<file path="src/ctgl_defs.vh">
// Purpose: shared constants of the carrier trip/guard decision logic
// Assumes: 100 MHz system clock, millisecond timebase
// Notes:   switch bank bit positions are zero based
`ifndef CTGL_DEFS_VH
`define CTGL_DEFS_VH

// Timebase
`define CTGL_CLK_PERIOD_NS 10
`define CTGL_MS_NS         1000000
`define CTGL_TW            11

// Decision timers in ms
`define CTGL_GBT_MS        11'd120
`define CTGL_TAG_MS        11'd120
`define CTGL_OVR_MS        11'd1000
`define CTGL_OVR_CLR_MS    11'd200
`define CTGL_HOLD_A_MS     11'd10
`define CTGL_HOLD_B_MS     11'd50
`define CTGL_HOLD_C_MS     11'd100
`define CTGL_UBW_A_MS      11'd150
`define CTGL_UBW_B_MS      11'd300
`define CTGL_UBW_C_MS      11'd500
`define CTGL_LL_A_MS       11'd10
`define CTGL_LL_B_MS       11'd15
`define CTGL_LL_C_MS       11'd20
`define CTGL_LL_D_MS       11'd40

// Switch positions, bank 1
`define CTGL_SW1_PRETRIP   0
`define CTGL_SW1_TRIPHOLD  4
`define CTGL_SW1_GUARDHOLD 6
// Bank 2
`define CTGL_SW2_UBWIN     0
`define CTGL_SW2_NOISEBLK  2
`define CTGL_SW2_GBT       3
// Bank 3
`define CTGL_SW3_LLDLY     5

// Register map
`define CTGL_REG_CTRL      4'h0
`define CTGL_REG_STATUS    4'h4
`define CTGL_CTRL_RST      1'h1
`define CTGL_RESP_OKAY     2'b00
`define CTGL_RESP_SLVERR   2'b10
`endif

</file>
<file path="src/ctgl_logic.v">
// Purpose: trip/guard decision logic of a frequency-shift carrier receiver
// Assumes: switch banks and receiver indications are asynchronous pins
// Notes:   phase comparison and transfer-trip switch tables are not present
`timescale 1ns/1ns
`include "ctgl_defs.vh"

// Function
// - Trip output waits until trip has been present for the pre-trip delay.
// - Pre-trip delay is twice the four-switch binary count, zero to thirty ms.
// - Trip output is stretched by 10, 50 or 100 ms, or not.
// - Trip hold pair: open/open off, a 10, b 50, both 100 ms.
// - Guard output is stretched by 10, 50 or 100 ms, or not.
// - Guard hold pair: open/open off, a 10, b 50, both 100 ms.
// - Loss of channel trips for the unblock window unless disabled.
// - Window pair: open/open off, a 150, b 300, both 500 ms.
// - Noise blocks the unblock trip only when noise-block switch is closed.
// - Guard-before-trip needs 120 ms continuous guard before tripping.
// - Override waives guard return after more than one second of trip.
// - GBT pair: off, a on, b on with override, both unused.
// - Low-level delay postpones unblock start and the low-level output.
// - Delay selects: none, a 10, b 15, a+b 20, c 40 ms.
// - Two-frequency mode ignores the remaining switch positions.
// - Three-frequency mode adds a separate transfer-trip path.
// - Each path's trip drops only that path's guard output.
// - Three-frequency relay card trip: positive for transfer, negative for unblock.
// - Three-frequency unblock pre-trip runs zero to thirty ms, same coding.
// - Lost guard without trip within 120 ms locks tripping out.
// - After the unblock window, tripping waits for 120 ms of guard.
// - Holds act on outputs only, never on the decision logic.
// - Checkback asserts with trip, and alone for trip after lost channel.
module ctgl_logic #(
    parameter CLKS_PER_MS = `CTGL_MS_NS / `CTGL_CLK_PERIOD_NS,
    parameter DTT_PRE_MS  = 0,
    parameter DTT_TH_MS   = 0,
    parameter DTT_GH_MS   = 0
) (
    // Clock and reset
    input  wire        clk,
    input  wire        nrst,
    // AXI4-Lite slave
    input  wire [3:0]  s_axi_awaddr,
    input  wire        s_axi_awvalid,
    output wire        s_axi_awready,
    input  wire [31:0] s_axi_wdata,
    input  wire [3:0]  s_axi_wstrb,
    input  wire        s_axi_wvalid,
    output wire        s_axi_wready,
    output reg  [1:0]  s_axi_bresp,
    output reg         s_axi_bvalid,
    input  wire        s_axi_bready,
    input  wire [3:0]  s_axi_araddr,
    input  wire        s_axi_arvalid,
    output wire        s_axi_arready,
    output reg  [31:0] s_axi_rdata,
    output reg  [1:0]  s_axi_rresp,
    output reg         s_axi_rvalid,
    input  wire        s_axi_rready,
    // Receiver front end
    input  wire        rx_trip,
    input  wire        rx_dtt_trip,
    input  wire        rx_guard,
    input  wire        rx_lowlvl,
    input  wire        rx_noise,
    // Configuration switches and variant
    input  wire [7:0]  sw_bank1,
    input  wire [7:0]  sw_bank2,
    input  wire [7:0]  sw_bank3,
    input  wire        three_freq,
    // Relay outputs
    output reg         trip_out,
    output reg         guard_out,
    output reg         lowlvl_out_n,
    output reg         cb_out,
    output reg         em_trip_pos,
    output reg         em_trip_neg,
    output reg         em_guard
);
    localparam W  = `CTGL_TW;
    localparam NS = 30;

    // Pin synchroniser: change accepted when stages two and three agree
    reg [NS-1:0] s1_q;
    reg [NS-1:0] s2_q;
    reg [NS-1:0] s3_q;
    reg [NS-1:0] sv_q;
    reg [16:0]   tk_q;
    reg          tick_q;
    reg [W-1:0]  ll_q;
    reg          out_en_q;

    always @(posedge clk) begin
        if (!nrst) begin
            s1_q <= {NS{1'b0}};
            s2_q <= {NS{1'b0}};
            s3_q <= {NS{1'b0}};
            sv_q <= {NS{1'b0}};
        end else begin
            s1_q <= {three_freq, sw_bank3, sw_bank2, sw_bank1, rx_noise, rx_lowlvl, rx_guard, rx_dtt_trip, rx_trip};
            s2_q <= s1_q;
            s3_q <= s2_q;
            sv_q <= (s2_q & s3_q) | (sv_q & (s2_q | s3_q));
        end
    end

    wire       trip_s  = sv_q[0];
    wire       dtt_s   = sv_q[1];
    wire       guard_s = sv_q[2];
    wire       low_s   = sv_q[3];
    wire       noise_s = sv_q[4];
    wire [7:0] bank1   = sv_q[12:5];
    wire [7:0] bank2   = sv_q[20:13];
    wire [7:0] bank3   = sv_q[28:21];
    wire       tf_s    = sv_q[29];

    wire [3:0] pretrip_sel     = bank1[`CTGL_SW1_PRETRIP +: 4];
    wire       triphold_sel_a  = bank1[`CTGL_SW1_TRIPHOLD];
    wire       triphold_sel_b  = bank1[`CTGL_SW1_TRIPHOLD + 1];
    wire       guardhold_sel_a = bank1[`CTGL_SW1_GUARDHOLD];
    wire       guardhold_sel_b = bank1[`CTGL_SW1_GUARDHOLD + 1];
    wire       unblock_win_sel_a  = bank2[`CTGL_SW2_UBWIN];
    wire       unblock_win_sel_b  = bank2[`CTGL_SW2_UBWIN + 1];
    wire       noise_block_sel    = bank2[`CTGL_SW2_NOISEBLK];
    wire       gbt_sel_a          = bank2[`CTGL_SW2_GBT];
    wire       gbt_sel_b          = bank2[`CTGL_SW2_GBT + 1];
    wire       lowlvl_delay_sel_a = bank3[`CTGL_SW3_LLDLY];
    wire       lowlvl_delay_sel_b = bank3[`CTGL_SW3_LLDLY + 1];
    wire       lowlvl_delay_sel_c = bank3[`CTGL_SW3_LLDLY + 2];

    function [W-1:0] hold_ms;
        input a;
        input b;
        case ({b, a})
            2'b01:   hold_ms = `CTGL_HOLD_A_MS;
            2'b10:   hold_ms = `CTGL_HOLD_B_MS;
            2'b11:   hold_ms = `CTGL_HOLD_C_MS;
            default: hold_ms = {W{1'b0}};
        endcase
    endfunction

    function [W-1:0] ubw_ms;
        input a;
        input b;
        case ({b, a})
            2'b01:   ubw_ms = `CTGL_UBW_A_MS;
            2'b10:   ubw_ms = `CTGL_UBW_B_MS;
            2'b11:   ubw_ms = `CTGL_UBW_C_MS;
            default: ubw_ms = {W{1'b0}};
        endcase
    endfunction

    // low-level delay decode; unlisted codes fall back to none
    function [W-1:0] ll_ms;
        input [2:0] s;
        case (s)
            3'b001:  ll_ms = `CTGL_LL_A_MS;
            3'b010:  ll_ms = `CTGL_LL_B_MS;
            3'b011:  ll_ms = `CTGL_LL_C_MS;
            3'b100:  ll_ms = `CTGL_LL_D_MS;
            default: ll_ms = {W{1'b0}};
        endcase
    endfunction

    wire [W-1:0] pre_ms = {{(W-5){1'b0}}, pretrip_sel, 1'b0};
    wire gbt_on = gbt_sel_a ^ gbt_sel_b;
    wire ovr_on = gbt_sel_b && !gbt_sel_a;
    wire [W-1:0] lld_ms = ll_ms({lowlvl_delay_sel_c, lowlvl_delay_sel_b, lowlvl_delay_sel_a});

    // Millisecond timebase
    always @(posedge clk) begin
        if (!nrst) begin
            tk_q   <= 17'h00000;
            tick_q <= 1'b0;
        end else if (tk_q == CLKS_PER_MS[16:0] - 17'h00001) begin
            tk_q   <= 17'h00000;
            tick_q <= 1'b1;
        end else begin
            tk_q   <= tk_q + 17'h00001;
            tick_q <= 1'b0;
        end
    end

    always @(posedge clk) begin
        if (!nrst)
            ll_q <= {W{1'b0}};
        else if (!low_s)
            ll_q <= {W{1'b0}};
        else if (tick_q && ll_q < lld_ms)
            ll_q <= ll_q + 1'b1;
    end
    wire low_del = low_s && (ll_q >= lld_ms);
    wire loc     = low_del && !guard_s;

    wire ub_trip;
    wire ub_guard;
    wire ub_cb;
    wire ub_lock;
    wire tt_trip;
    wire tt_guard;
    wire tt_cb;
    wire tt_lock;

    ctgl_path #(.W(W)) u_ub (
        .clk       (clk),
        .nrst      (nrst),
        .tick      (tick_q),
        .trip_in   (trip_s),
        .guard_in  (guard_s),
        .loc       (loc),
        .noise_blk (noise_block_sel && noise_s),
        .pre_ms    (pre_ms),
        .th_ms     (hold_ms(triphold_sel_a, triphold_sel_b)),
        .gh_ms     (hold_ms(guardhold_sel_a, guardhold_sel_b)),
        .ub_ms     (ubw_ms(unblock_win_sel_a, unblock_win_sel_b)),
        .gbt_on    (gbt_on),
        .ovr_on    (ovr_on),
        .trip_out  (ub_trip),
        .guard_out (ub_guard),
        .cb_out    (ub_cb),
        .lock_out  (ub_lock)
    );

    ctgl_path #(.W(W)) u_tt (
        .clk       (clk),
        .nrst      (nrst),
        .tick      (tick_q),
        .trip_in   (tf_s && dtt_s),
        .guard_in  (tf_s && guard_s),
        .loc       (tf_s && loc),
        .noise_blk (1'b0),
        .pre_ms    (DTT_PRE_MS[W-1:0]),
        .th_ms     (DTT_TH_MS[W-1:0]),
        .gh_ms     (DTT_GH_MS[W-1:0]),
        .ub_ms     ({W{1'b0}}),
        .gbt_on    (gbt_on),
        .ovr_on    (ovr_on),
        .trip_out  (tt_trip),
        .guard_out (tt_guard),
        .cb_out    (tt_cb),
        .lock_out  (tt_lock)
    );

    // Output stage; control bit lets software hold all relays but lowlvl_out_n off in test
    always @(posedge clk) begin
        if (!nrst) begin
            trip_out     <= 1'b0;
            guard_out    <= 1'b0;
            lowlvl_out_n <= 1'b1;
            cb_out       <= 1'b0;
            em_trip_pos  <= 1'b0;
            em_trip_neg  <= 1'b0;
            em_guard     <= 1'b0;
        end else begin
            trip_out     <= out_en_q && ub_trip;
            guard_out    <= out_en_q && ub_guard;
            lowlvl_out_n <= !low_del;
            cb_out       <= out_en_q && (ub_cb || tt_cb);
            em_trip_pos  <= out_en_q && (tf_s ? tt_trip : ub_trip);
            em_trip_neg  <= out_en_q && tf_s && ub_trip;
            em_guard     <= out_en_q && (tf_s ? tt_guard : ub_guard);
        end
    end

    // AXI4-Lite: address and data taken in either order, response after both
    reg        aw_q;
    reg        w_q;
    reg [3:0]  awa_q;
    reg [31:0] wd_q;
    reg [3:0]  ws_q;

    assign s_axi_awready = !aw_q && !s_axi_bvalid;
    assign s_axi_wready  = !w_q && !s_axi_bvalid;
    assign s_axi_arready = !s_axi_rvalid;

    wire [31:0] status = {24'h000000, tt_lock, ub_lock, loc, cb_out,
                          guard_out, trip_out, em_guard, em_trip_pos};

    always @(posedge clk) begin
        if (!nrst) begin
            aw_q         <= 1'b0;
            w_q          <= 1'b0;
            awa_q        <= 4'h0;
            wd_q         <= 32'h00000000;
            ws_q         <= 4'h0;
            s_axi_bvalid <= 1'b0;
            s_axi_bresp  <= `CTGL_RESP_OKAY;
            s_axi_rvalid <= 1'b0;
            s_axi_rresp  <= `CTGL_RESP_OKAY;
            s_axi_rdata  <= 32'h00000000;
            out_en_q     <= `CTGL_CTRL_RST;
        end else begin
            if (s_axi_awvalid && s_axi_awready) begin
                aw_q  <= 1'b1;
                awa_q <= s_axi_awaddr;
            end
            if (s_axi_wvalid && s_axi_wready) begin
                w_q  <= 1'b1;
                wd_q <= s_axi_wdata;
                ws_q <= s_axi_wstrb;
            end
            if (aw_q && w_q) begin
                aw_q         <= 1'b0;
                w_q          <= 1'b0;
                s_axi_bvalid <= 1'b1;
                if (awa_q == `CTGL_REG_CTRL) begin
                    s_axi_bresp <= `CTGL_RESP_OKAY;
                    if (ws_q[0])
                        out_en_q <= wd_q[0];
                end else if (awa_q == `CTGL_REG_STATUS)
                    s_axi_bresp <= `CTGL_RESP_OKAY;
                else
                    s_axi_bresp <= `CTGL_RESP_SLVERR;
            end else if (s_axi_bvalid && s_axi_bready)
                s_axi_bvalid <= 1'b0;
            if (s_axi_arvalid && s_axi_arready) begin
                s_axi_rvalid <= 1'b1;
                if (s_axi_araddr == `CTGL_REG_CTRL) begin
                    s_axi_rdata <= {31'h00000000, out_en_q};
                    s_axi_rresp <= `CTGL_RESP_OKAY;
                end else if (s_axi_araddr == `CTGL_REG_STATUS) begin
                    s_axi_rdata <= status;
                    s_axi_rresp <= `CTGL_RESP_OKAY;
                end else begin
                    s_axi_rdata <= 32'h00000000;
                    s_axi_rresp <= `CTGL_RESP_SLVERR;
                end
            end else if (s_axi_rvalid && s_axi_rready)
                s_axi_rvalid <= 1'b0;
        end
    end
endmodule

// One decision path: pre-trip, guard-before-trip, trip-after-guard,
// unblock window, override, holds and checkback
module ctgl_path #(
    parameter W = `CTGL_TW
) (
    // Clock and reset
    input  wire         clk,
    input  wire         nrst,
    input  wire         tick,
    // Receiver indications
    input  wire         trip_in,
    input  wire         guard_in,
    input  wire         loc,
    input  wire         noise_blk,
    // Settings in ms
    input  wire [W-1:0] pre_ms,
    input  wire [W-1:0] th_ms,
    input  wire [W-1:0] gh_ms,
    input  wire [W-1:0] ub_ms,
    input  wire         gbt_on,
    input  wire         ovr_on,
    // Outputs
    output reg          trip_out,
    output reg          guard_out,
    output reg          cb_out,
    output reg          lock_out
);
    reg [W-1:0] pt_q;
    reg [W-1:0] gd_q;
    reg [W-1:0] tag_q;
    reg [W-1:0] lt_q;
    reg [W-1:0] ub_q;
    reg [W-1:0] th_q;
    reg [W-1:0] gh_q;
    reg         lock_q;
    reg         ovr_q;
    reg         loc_q;
    reg         lock_d;

    wire trip_ok  = trip_in && (pt_q >= pre_ms);
    wire ub_act   = (ub_q != {W{1'b0}});
    wire loc_rise = loc && !loc_q;
    wire trip_int = (trip_ok && !lock_q) || (ub_act && !noise_blk);
    wire guard_eff = guard_in && !trip_int;

    always @* begin
        lock_d = lock_q;
        if (gd_q >= `CTGL_GBT_MS)
            lock_d = 1'b0;
        if (tick && ub_q == {{(W-1){1'b0}}, 1'b1} && loc)
            lock_d = 1'b1;
        if (tag_q >= `CTGL_TAG_MS && !ub_act && !ovr_q)
            lock_d = 1'b1;
        if (loc_rise && gbt_on && !ovr_q)
            lock_d = 1'b1;
    end

    always @(posedge clk) begin
        if (!nrst) begin
            pt_q      <= {W{1'b0}};
            gd_q      <= {W{1'b0}};
            tag_q     <= {W{1'b0}};
            lt_q      <= {W{1'b0}};
            ub_q      <= {W{1'b0}};
            th_q      <= {W{1'b0}};
            gh_q      <= {W{1'b0}};
            lock_q    <= 1'b0;
            ovr_q     <= 1'b0;
            loc_q     <= 1'b0;
            trip_out  <= 1'b0;
            guard_out <= 1'b0;
            cb_out    <= 1'b0;
            lock_out  <= 1'b0;
        end else begin
            loc_q  <= loc;
            lock_q <= lock_d;
            lock_out <= lock_d;
            if (!trip_in)
                pt_q <= {W{1'b0}};
            else if (tick && pt_q < pre_ms)
                pt_q <= pt_q + 1'b1;
            if (!guard_in)
                gd_q <= {W{1'b0}};
            else if (tick && gd_q < `CTGL_OVR_CLR_MS)
                gd_q <= gd_q + 1'b1;
            if (guard_in || trip_in)
                tag_q <= {W{1'b0}};
            else if (tick && tag_q < `CTGL_TAG_MS)
                tag_q <= tag_q + 1'b1;
            if (!trip_in)
                lt_q <= {W{1'b0}};
            else if (tick && lt_q <= `CTGL_OVR_MS)
                lt_q <= lt_q + 1'b1;
            if (ovr_on && lt_q > `CTGL_OVR_MS)
                ovr_q <= 1'b1;
            else if (gd_q >= `CTGL_OVR_CLR_MS || !ovr_on)
                ovr_q <= 1'b0;
            if (!loc)
                ub_q <= {W{1'b0}};
            else if (loc_rise && !lock_q)
                ub_q <= ub_ms;
            else if (tick && ub_act)
                ub_q <= ub_q - 1'b1;
            if (trip_int)
                th_q <= th_ms;
            else if (tick && th_q != {W{1'b0}})
                th_q <= th_q - 1'b1;
            if (guard_eff)
                gh_q <= gh_ms;
            else if (tick && gh_q != {W{1'b0}})
                gh_q <= gh_q - 1'b1;
            trip_out  <= trip_int || (th_q != {W{1'b0}});
            guard_out <= guard_eff || (gh_q != {W{1'b0}});
            cb_out    <= trip_int || trip_in;
        end
    end
endmodule
</file>
<file path="config.mk">
export PLATFORM = sky130hd
export DESIGN_NAME = ctgl_logic
export DESIGN_NICKNAME = d
export VERILOG_FILES = /design/src/ctgl_logic.v
export VERILOG_INCLUDE_DIRS = /design/src /design/src/src
export SDC_FILE = /design/constraint.sdc
export NUM_CORES = 1
export LEC_CHECK = 0
export BUFFER_PORTS_ARGS = -buffer_cell sky130_fd_sc_hd__buf_2
export CELL_PAD_IN_SITES_DETAIL_PLACEMENT = 0
export CELL_PAD_IN_SITES_GLOBAL_PLACEMENT = 1
export CORE_UTILIZATION = 35
export DETAILED_ROUTE_END_ITERATION = 16
export PLACE_DENSITY_LB_ADDON = 0.25
export REMOVE_ABC_BUFFERS = 1
export SLEW_MARGIN = 20
export SYNTH_ARGS = -nofsm -noshare
export SYNTH_HDL_FRONTEND = slang
export SYNTH_SLANG_ARGS = --single-unit
export TNS_END_PERCENT = 20
</file>
<file path="constraint.sdc">
create_clock -name clk -period 5.2 [get_ports clk]
set_input_delay 1.04 -clock clk [delete_from_list [all_inputs] [get_ports clk]]
set_output_delay 1.04 -clock clk [all_outputs]
set_load 0.02 [all_outputs]
</file>
; ---- Word level (Yosys, flattened, before mapping)
; Index checks and enable logic that the tools add are counted.
[op_classes]
n_eq_ne = 18
bitwise = 7
n_lt_le_gt_ge = 20
addsub = 16
muxes = 35
n_reduce_logical = 125
[ops]
columns = operator, n
row1 = 11-bit by 1-bit adder with 11-bit output (second input constant), 9
row2 = 11-bit 2-to-1 mux, 6
row3 = 11-bit nonzero test, 6
row4 = 11-bit by 1-bit subtractor with 11-bit output (second input constant), 6
row5 = 1-bit logical AND, 62
row6 = 30-bit bitwise AND, 2
row7 = 30-bit OR, 2
row8 = 11-bit by 7-bit >= comparator with 1-bit output (second input constant), 4
row9 = 7-bit case mux with 3 select lines, 2
row10 = 9-bit case mux with 3 select lines, 1
row11 = 6-bit case mux with 4 select lines, 1
row12 = 11-bit by 1-bit == test with 1-bit output (second input constant), 2
row13 = 11-bit by 8-bit >= comparator with 1-bit output (second input constant), 2
row14 = 11-bit by 10-bit greater-than comparator with 1-bit output (second input constant), 2
row15 = 11-bit by 10-bit <= comparator with 1-bit output (second input constant), 2
row16 = 11-bit by 7-bit < comparator with 1-bit output (second input constant), 2
row17 = 11-bit by 8-bit < comparator with 1-bit output (second input constant), 2
row18 = 1-bit logical NOT, 19
row19 = 1-bit 2-to-1 mux, 19
row20 = 17-bit by 1-bit adder with 17-bit output (second input constant), 1
row21 = 17-bit == test (second input constant), 1
row22 = 8-bit 2-to-1 mux, 2
row23 = 2-bit nonzero test, 7
row24 = 1-bit logical OR, 13
row25 = other kinds (21), 46
[word_totals]
reg_bits = 369
input_bits = 81
word_cells = 272
output_inout_bits = 48

; ---- Longest topological paths before layout
; Gate-level depths: netlist (run 1).
[logic_depth]
word_depth = 10
depth_mapped = 12
depth_no_buf = 11

; ---- Modules after synthesis
; A second synthesis (run 1) with hierarchy kept.
[unflattened]
cells_unflattened = 1574
hier_area_um2 = 14084.8
[modules_own_cells]
columns = module, cells_per_inst, seq_area_each_um2, n_inst, area_per_inst_um2
row1 = ctgl_logic, 559, 2902.8, 1, 5363.9
row2 = ctgl_path (u_tt), 510, 1661.6, 1, 4360.4
row3 = ctgl_path (u_ub), 505, 1661.6, 1, 4360.4

; ---- Worst setup path after synthesis (run 1)
; No wires, ideal clock.
[synth_timing]
path_type = flip-flop to flip-flop
startpoint = register sv_q[27]
endpoint = register u_tt.ub_q[3]
arrival_ps = 2307
slack_ps = 2823
path_stages_with_launch = 12
synth_period_minus_slack_ps = 2377
t_required_ps = 5130
path_buffers = 1
path_cell_list = dfxtp_1 xor2_1 nand2b_1 and2_1 ha_1 nand4b_1 o31ai_2 nand4_2 inv_2 o211ai_2 buf_4 a21oi_1
[synth_via]
elab_chain_len = 9
[synth_lines]
columns = item, line_no
row1 = "start, declared", ctgl_logic.v:85  ; reg [NS-1:0] sv_q;
row2 = "start signal, assigned", ctgl_logic.v:96  ; sv_q <= {NS{1'b0}};
row3 = "start signal, assigned", ctgl_logic.v:101  ; sv_q <= (s2_q & s3_q) | (sv_q & (s2_q | s3_q));
row4 = "3-bit == test, or another cell as far along", ctgl_logic.v:154  ; case (s)
row5 = 6-bit case mux with 4 select lines (*), ctgl_logic.v:154
row6 = 11-bit >= comparator (*), ctgl_logic.v:190  ; wire low_del = low_s && (ll_q >= lld_ms);
row7 = 1-bit logical AND (*), ctgl_logic.v:190
row8 = 1-bit logical AND (*), ctgl_logic.v:191  ; wire loc = low_del && !guard_s;
row9 = 1-bit logical AND (*), ctgl_logic.v:228  ; .loc (tf_s && loc),
row10 = 1-bit logical AND, ctgl_logic.v:373  ; wire loc_rise = loc && !loc_q;
row11 = 1-bit logical AND, ctgl_logic.v:431  ; else if (loc_rise && !lock_q)
row12 = 3-bit OR reduction (no line) (*), -
row13 = "end signal, assigned", ctgl_logic.v:430  ; ub_q <= {W{1'b0}};
row14 = "end signal, assigned", ctgl_logic.v:432  ; ub_q <= ub_ms;
row15 = "end signal, assigned", ctgl_logic.v:434  ; ub_q <= ub_q - 1'b1;
row16 = "end, declared", ctgl_logic.v:363  ; reg [W-1:0] ub_q;
; Every way passes the cells marked *; elsewhere a longest branch is shown, timed or not.
; A chain may end at the register's enable or synchronous reset.

; ---- Final worst setup path (run 1)
[layout_timing]
startpoint = register sv_q[26]
endpoint = register u_tt.ub_q[1]
; The elaborated chain is that of the path after synthesis.

==> results.json, run 1 <==
{
  "outcome": "completed",
  "place_ws_ps": 2040,
  "setup_tns_ps": 0,
  "clock_sinks": 300,
  "wl_mm": 23.5,
  "timing.critical_path.arrival_ps": 3550,
  "p_int_uw": 3890,
  "worstPathMaxFanout": 11,
  "drt_iter0_markers": 359,
  "numCtsBuffers": 35,
  "p_seq_frac": 0.478,
  "syn2layout_area_growth_pct": 14.5,
  "min_period_ps": 3150,
  "cts.path.max_buffers": 3,
  "clk_pin_slew_ps": 60,
  "grt_pass1_wl_mm": 40.1,
  "ys.flop_type": "dfxtp_1",
  "final_antenna_net_count": 0,
  "switching_share": 0.207,
  "synth_top_area_frac": 0.493,
  "fp.dieH_microns": 189,
  "cts_max_level": 2,
  "synth.area.top_cells": "dfxtp_1, nor2_1, xor2_1",
  "start_util": 0.360,
  "cp_data_required_time_ps": 5600,
  "grt_start_max_net_pins": 72,
  "synth_common_cells": "dfxtp_1, nor2_1, nand2_1, and2_1, a21oi_1",
  "grt_overflow": 0,
  "path_buf_inv": 1,
  "drtPass1Iterations": 6,
  "crit_slowest_cell": "o31ai_2",
  "final-setup-viol-count": 0,
  "endpoint_kind": "flop",
  "syn_inst": 1333,
  "clock_power_share": 0.498,
  "fin_nets": 1511,
  "synthMuxAreaShare": 0.0149,
  "hold_class": "reg2reg",
  "die-area_sq_um": 35600,
  "crit_type": "reg2reg",
  "synth_edf_count": 0,
  "yosysMostFrequentCell": "dfxtp_1",
  "cp_top_family": "compound AO/OA/AOI/OAI gates",
  "finalHoldViolCount": 0,
  "yosys.area_share.simple": 0.243,
  "ff_latch_area_sq_um": 6010,
  "synth_cell_types": 67,
  "diodes": 0,
  "synth_xor_area_frac": 0.0704,
  "ir_drop_mv": 0.197,
  "cts_resized": 0,
  "rsz0062_at_grt": "no",
  "synth_adder_area_share": 0.0411,
  "worst_slack_ps": 2050,
  "clockRootBuffer": "clkbuf_16",
  "syn_avg_cell_area_sq_um": 9.14,
  "io_pins": 129,
  "rows": 67,
  "wire_per_inst_microns": 12.6,
  "grt_usage": 0.133,
  "comb_power_share": 0.024,
  "tightest_slew_ps": 834,
  "startpoint_type": "flop",
  "ys_seq_elements": 300,
  "ys_warn_count": 0,
  "gp_congestion": 0.768,
  "grt_pass1_vias": 8430,
  "fin_skew_ps": 18.2,
  "power_density_nw_per_um2": 352,
  "slew_headroom": 0.443,
  "via_per_inst": 4.70,
  "die_width_microns": 189,
  "ys_seq_area_frac": 0.493,
  "async_flop_share": 0,
  "cpPeakStageDelay_ps": 640,
  "insertion_delay_ps": 500,
  "post_cts_buffers": 0,
  "cts_hold_buf": 0,
  "fill_cells": 3436,
  "p_sw_uw": 1010,
  "core_area_sq_um": 33900,
  "vias": 8740,
  "io_buffers": 60,
  "crit_chain": "xor2_1, nand2b_1, and2_1, ha_1, nand4b_1, o31ai_2, nand4_2, inv_2, o211ai_2, a311oi_1",
  "synth-compound-area-share": 0.0894,
  "maxCapViolCount": 0,
  "drcViolationCount": 0,
  "syn-cell-area_sq_um": 12200,
  "grt_antenna_before_repair": 0,
  "cts_tree": "built",
  "dp_hpwl_mm": 15.5,
  "drive_gt1_frac": 0.0948,
  "period_share": 0.605,
  "max_freq_mhz": 318,
  "power_leakage_uw": 0.00536,
  "synth.largest_area_cell": "dfxtp_1",
  "synth_top_family_by_area": "simple AND/OR/NAND/NOR gates",
  "slew_violations": 0,
  "multi_input_area_sq_um": 5690
}
through the flow:
step           cell area [sq um]  hold slack [ps]  std cells  power (uW)  utilization
2_1_floorplan              11900              411       1287        2460            -
3_3_place_gp               12800              414       1801        2520        0.378
3_5_place_dp               12800              418       1801        2520        0.378
4_1_cts                    13900              431       1861        5000        0.412
5_1_grt                    13900              439       1861        5100        0.412
6_report                   13900              430       1861        4910        0.412
power groups by stage:
| stage | Combinational, uW | Sequential [uW] | Clock (uW) |
|---|---|---|---|
| 3_3_place_gp | 120 | 2390 | 0 |
| 3_5_place_dp | 121 | 2400 | 0 |
| 6_report | 118 | 2350 | 2440 |
| 2_1_floorplan | 70.1 | 2390 | 0 |
| 4_1_cts | 121 | 2340 | 2530 |
| 5_1_grt | 134 | 2350 | 2620 |
final timing paths:
path | startpoint | to | slack [ps] | cells past startpoint
setup reg to reg | sv_q[26] | u_tt.ub_q[1] | 2050 | 10
hold / removal | s1_q[13] | s2_q[13] | 430 | 1
hold reg to reg | s1_q[13] | s2_q[13] | 430 | 1
setup / recovery | sv_q[26] | u_tt.ub_q[1] | 2050 | 10
final cells by class:
type,count,share of cell area
flip-flops and latches,300,0.431
multi-input cells,935,0.408
clock buffers,51,0.0714
well taps,448,0.0402
repair buffers,66,0.0249
inverters,52,0.0140
clock inverters,9,0.0109
per-layer routing:
layer  up-vias  global-route usage  part of all wire
met1      3985               0.178              0.50
met3        42              0.0253             0.040
li1       4605                   -                 -
met2       108               0.217              0.44
met5         -                   0                 0
met4         0              0.0369             0.019
worst register-to-register path, delay by kind of cell (launching register included):
family                     cells  cell delay [ps]
buffers and inverters          1              240
DFF                            1              400
xor gates and xnor gates       1              160
AOI/OAI and AO/OA              3             1260
and+or+nand+nor                4              740
adders and majority gates      1              260
layout by cell type (no fill, tap or decap), types with 5 or more instances in the layout:
master / instances
xor2_1: 59
nand3b_1: 6
nor4_1: 14
clkbuf_8: 6
a21oi_1: 69
nand2b_1: 10
conb_1: 26
a211oi_1: 8
o31ai_1: 8
a311oi_1: 5
dfxtp_1: 300
inv_1: 49
o21ai_0: 39
or3_1: 8
and2_1: 80
nor2b_1: 7
nor3_1: 29
or4_1: 8
nand4_1: 24
ha_1: 40
nor2_1: 183
buf_4: 7
buf_2: 59
nand4b_1: 10
a22oi_1: 6
nand3_1: 29
xnor2_1: 39
clkbuf_16: 35
a31oi_1: 9
mux2i_1: 17
nand2_1: 105
and3_1: 43
clkbuf_1: 10
state kept, by name (all words and copies together) (netlist names), 17 cells and up:
name	flops
s3_q	22
s1_q	22
s2_q	22
tk_q	17
sv_q	22
cells by family (layout without fill, tap and decap cells):
kind of cell    Yosys count  count (layout)
xor+xnor                 98              98
simple gates            579             579
flops                   300             300
fa+ha+maj                40              40
compound gates          174             174
buf+inv                 123             178
other cells               1              26
mux                      18              18
(Power assumes the default switching activity.)
==> run 2, diff against run 1 <==
--- a/config.mk
+++ b/config.mk
@@ -6,6 +6,7 @@
 export SDC_FILE = /design/constraint.sdc
 export NUM_CORES = 1
 export LEC_CHECK = 0
+export ABC_AREA = 1
 export BUFFER_PORTS_ARGS = -buffer_cell sky130_fd_sc_hd__buf_2
 export CELL_PAD_IN_SITES_DETAIL_PLACEMENT = 0
 export CELL_PAD_IN_SITES_GLOBAL_PLACEMENT = 1
==> constraint.sdc (replaced) <==
create_clock -name clk -period 3.2 [get_ports clk]
set_input_delay 0.64 -clock clk [delete_from_list [all_inputs] [get_ports clk]]
set_output_delay 0.64 -clock clk [all_outputs]
set_load 0.02 [all_outputs]
==> run 2 against run 1 <==
Clock skew fell by 0.89 ps; non-clock buffer count grew 1; die area rose by 8.4%; wire length increased by 13%; largest cell class unchanged.
==> results.json, run 2 <==
{
  "wl_mm": 26.6,
  "final_antenna_net_count": 0,
  "io_buffers": 60,
  "cts_hold_buf": 0,
  "cp_data_required_time_ps": 3610,
  "io_pins": 129,
  "clock_sinks": 300,
  "ys_seq_area_frac": 0.454,
  "fin_skew_ps": 17.3,
  "dp_hpwl_mm": 18.8,
  "synth_cell_types": 47,
  "wire_per_inst_microns": 11.1,
  "rows": 70,
  "maxCapViolCount": 0,
  "routed.top_layer": "met4",
  "cts_resized": 0,
  "synth_common_cells": "nand2_1, dfxtp_1, inv_1, nor2_1, a21oi_1",
  "wl_met3_microns": 825,
  "clk_pin_slew_ps": 60,
  "drt_iter0_markers": 447,
  "syn2layout_area_growth_pct": 13.8,
  "fin_nets": 1981,
  "worstPathMaxFanout": 14,
  "p_seq_frac": 0.486,
  "synth_edf_count": 0,
  "multi_input_area_sq_um": 5790,
  "reg2reg_depth": 12,
  "cts.path.max_buffers": 3,
  "power_density_nw_per_um2": 522,
  "fill_cells": 3816,
  "finalHoldViolCount": 0,
  "clockRootBuffer": "clkbuf_16",
  "ys_warn_count": 0,
  "final-setup-viol-count": 0,
  "grt_start_max_net_pins": 49,
  "grt_usage": 0.140,
  "gp_congestion": 0.773,
  "max_freq_mhz": 408,
  "mostFrequentLayoutCell": "nand2_1",
  "p_int_uw": 6150,
  "cts_tree": "built",
  "endpoint_kind": "flop",
  "post_cts_buffers": 0,
  "wl_met1_mm": 13.2,
  "grt_antenna_before_repair": 0,
  "via_per_inst": 4.39,
  "drtPass1Iterations": 7,
  "p_sw_uw": 1690,
  "synth.largest_area_cell": "dfxtp_1",
  "outcome": "completed",
  "crit_type": "reg2reg",
  "grt_overflow": 0,
  "fp.dieH_microns": 196,
  "rsz0062_at_grt": "no",
  "drcViolationCount": 0,
  "insertion_delay_ps": 520,
  "ir_drop_mv": 0.300,
  "clock_power_share": 0.488,
  "cts_max_level": 2,
  "holdPathStages": 3,
  "grt_pass1_wl_mm": 45.2,
  "ys.flop_type": "dfxtp_1",
  "period_share": 0.766,
  "comb_power_share": 0.026,
  "tightest_slew_ps": 769,
  "die_width_microns": 196,
  "final_cell_mix": "nand2_1, dfxtp_1, inv_1",
  "async_flop_share": 0,
  "switching_share": 0.215,
  "hold_class": "in2reg",
  "numCtsBuffers": 35,
  "vias": 10500,
  "startpoint_type": "flop",
  "drive_gt1_frac": 0.0946,
  "core_area_sq_um": 36900,
  "ff_latch_area_sq_um": 6010,
  "synth.area.top_cells": "dfxtp_1, nand2_1, inv_1",
  "routed-wl-met2_mm": 12.1,
  "hold_slack_ps": 301,
  "slew_headroom": 0.487,
  "diodes": 0,
  "grt_pass1_vias": 9642,
  "syn-cell-area_sq_um": 13200,
  "timing.critical_path.arrival_ps": 2860,
  "syn_avg_cell_area_sq_um": 7.39,
  "synth_top_area_frac": 0.454,
  "min_period_ps": 2450,
  "ys_seq_elements": 300,
  "die-area_sq_um": 38500,
  "start_util": 0.358,
  "yosysMostFrequentCell": "nand2_1",
  "syn_inst": 1789,
  "setup_tns_ps": 0,
  "slew_violations": 0,
  "power_leakage_uw": 0.00656
}
## run 2: cell count changes after synthesis, sizes merged, moves of 16 or more
cell / previous run / this run
nand2: 105 / 347
and2: 80 / 1
o21ai: 39 / 104
xnor2: 39 / 14
mux2i: 17 / 1
clkbuf: 38 / 17
a21oi: 69 / 132
xor2: 59 / 35
nor2: 183 / 267
and3: 43 / 2
inv: 51 / 303
nand3: 30 / 66
## run 2: path summary, 6_finish.rpt
| check | from | to | slack (ps) |
|---|---|---|---|
| max | sv_q[8] | u_ub.gh_q[2] | 750 |
| min | sw_bank3[7] | s1_q[28] | 300 |
| max reg2reg | sv_q[8] | u_ub.gh_q[2] | 750 |
| min reg2reg | s1_q[8] | s2_q[8] | 410 |
## run 2: power by group through the flow
stage | Sequential (uW) | Clock [uW] | Combinational [uW]
finish | 3810 | 3820 | 206
detailed placement | 3890 | 0 | 210
global placement | 3890 | 0 | 207
CTS | 3810 | 3980 | 210
global route | 3820 | 4140 | 235
floorplan | 3890 | 0 | 122
## run 2: layout make-up
cell class	instances	share of cell area
flip-flops and latches	300	0.399
multi-input cells	1152	0.385
inverters	304	0.0759
clock buffers	51	0.0683
well taps	504	0.0419
repair buffers	67	0.0236
clock inverters	8	0.00549
## run 2: per-stage QoR
stage / total power (uW) / cell area, sq um / setup slack (ps) / instances / utilization
after floorplan: 4010 / 12900 / 1030 / 1756 / -
after global placement: 4100 / 13900 / 740 / 2327 / 0.378
after detailed placement: 4100 / 13900 / 738 / 2327 / 0.378
after CTS: 8000 / 15000 / 705 / 2386 / 0.408
after global routing: 8190 / 15000 / 453 / 2386 / 0.408
final: 7840 / 15000 / 750 / 2386 / 0.408
## run 2: critical path, cell delays in order (launching register included)
cell	delay, ps
dfxtp_1	340
inv_1	50
ha_1	320
nand2_1	80
nand3_1	70
nor2_1	120
nand3_1	200
nand2_1	290
nand3_4	220
nand2_2	260
inv_1	180
nor2_1	150
nor2_1	50
## run 2: metal layers
| metal | vias to the layer above | track usage |
|---|---|---|
| li1 | 5698 | - |
| met1 | 4642 | 0.183 |
| met2 | 94 | 0.236 |
| met3 | 36 | 0.0258 |
| met4 | 0 | 0.0405 |
| met5 | - | 0 |
## run 2: kinds of logic (layout without fill, tap and decap cells)
kind of cell | count (synthesis) | after routing | synth area share
buffers and inverters | 362 | 430 | 0.114
adder cells (fa/ha/maj) | 40 | 40 | 0.0379
XOR/XNOR | 49 | 49 | 0.0325
AND/OR/NAND/NOR | 779 | 779 | 0.256
flip-flops | 300 | 300 | 0.454
multiplexers | 1 | 1 | 0.000757
other | 1 | 26 | 0.000284
AO/OA/AOI/OAI | 257 | 257 | 0.104
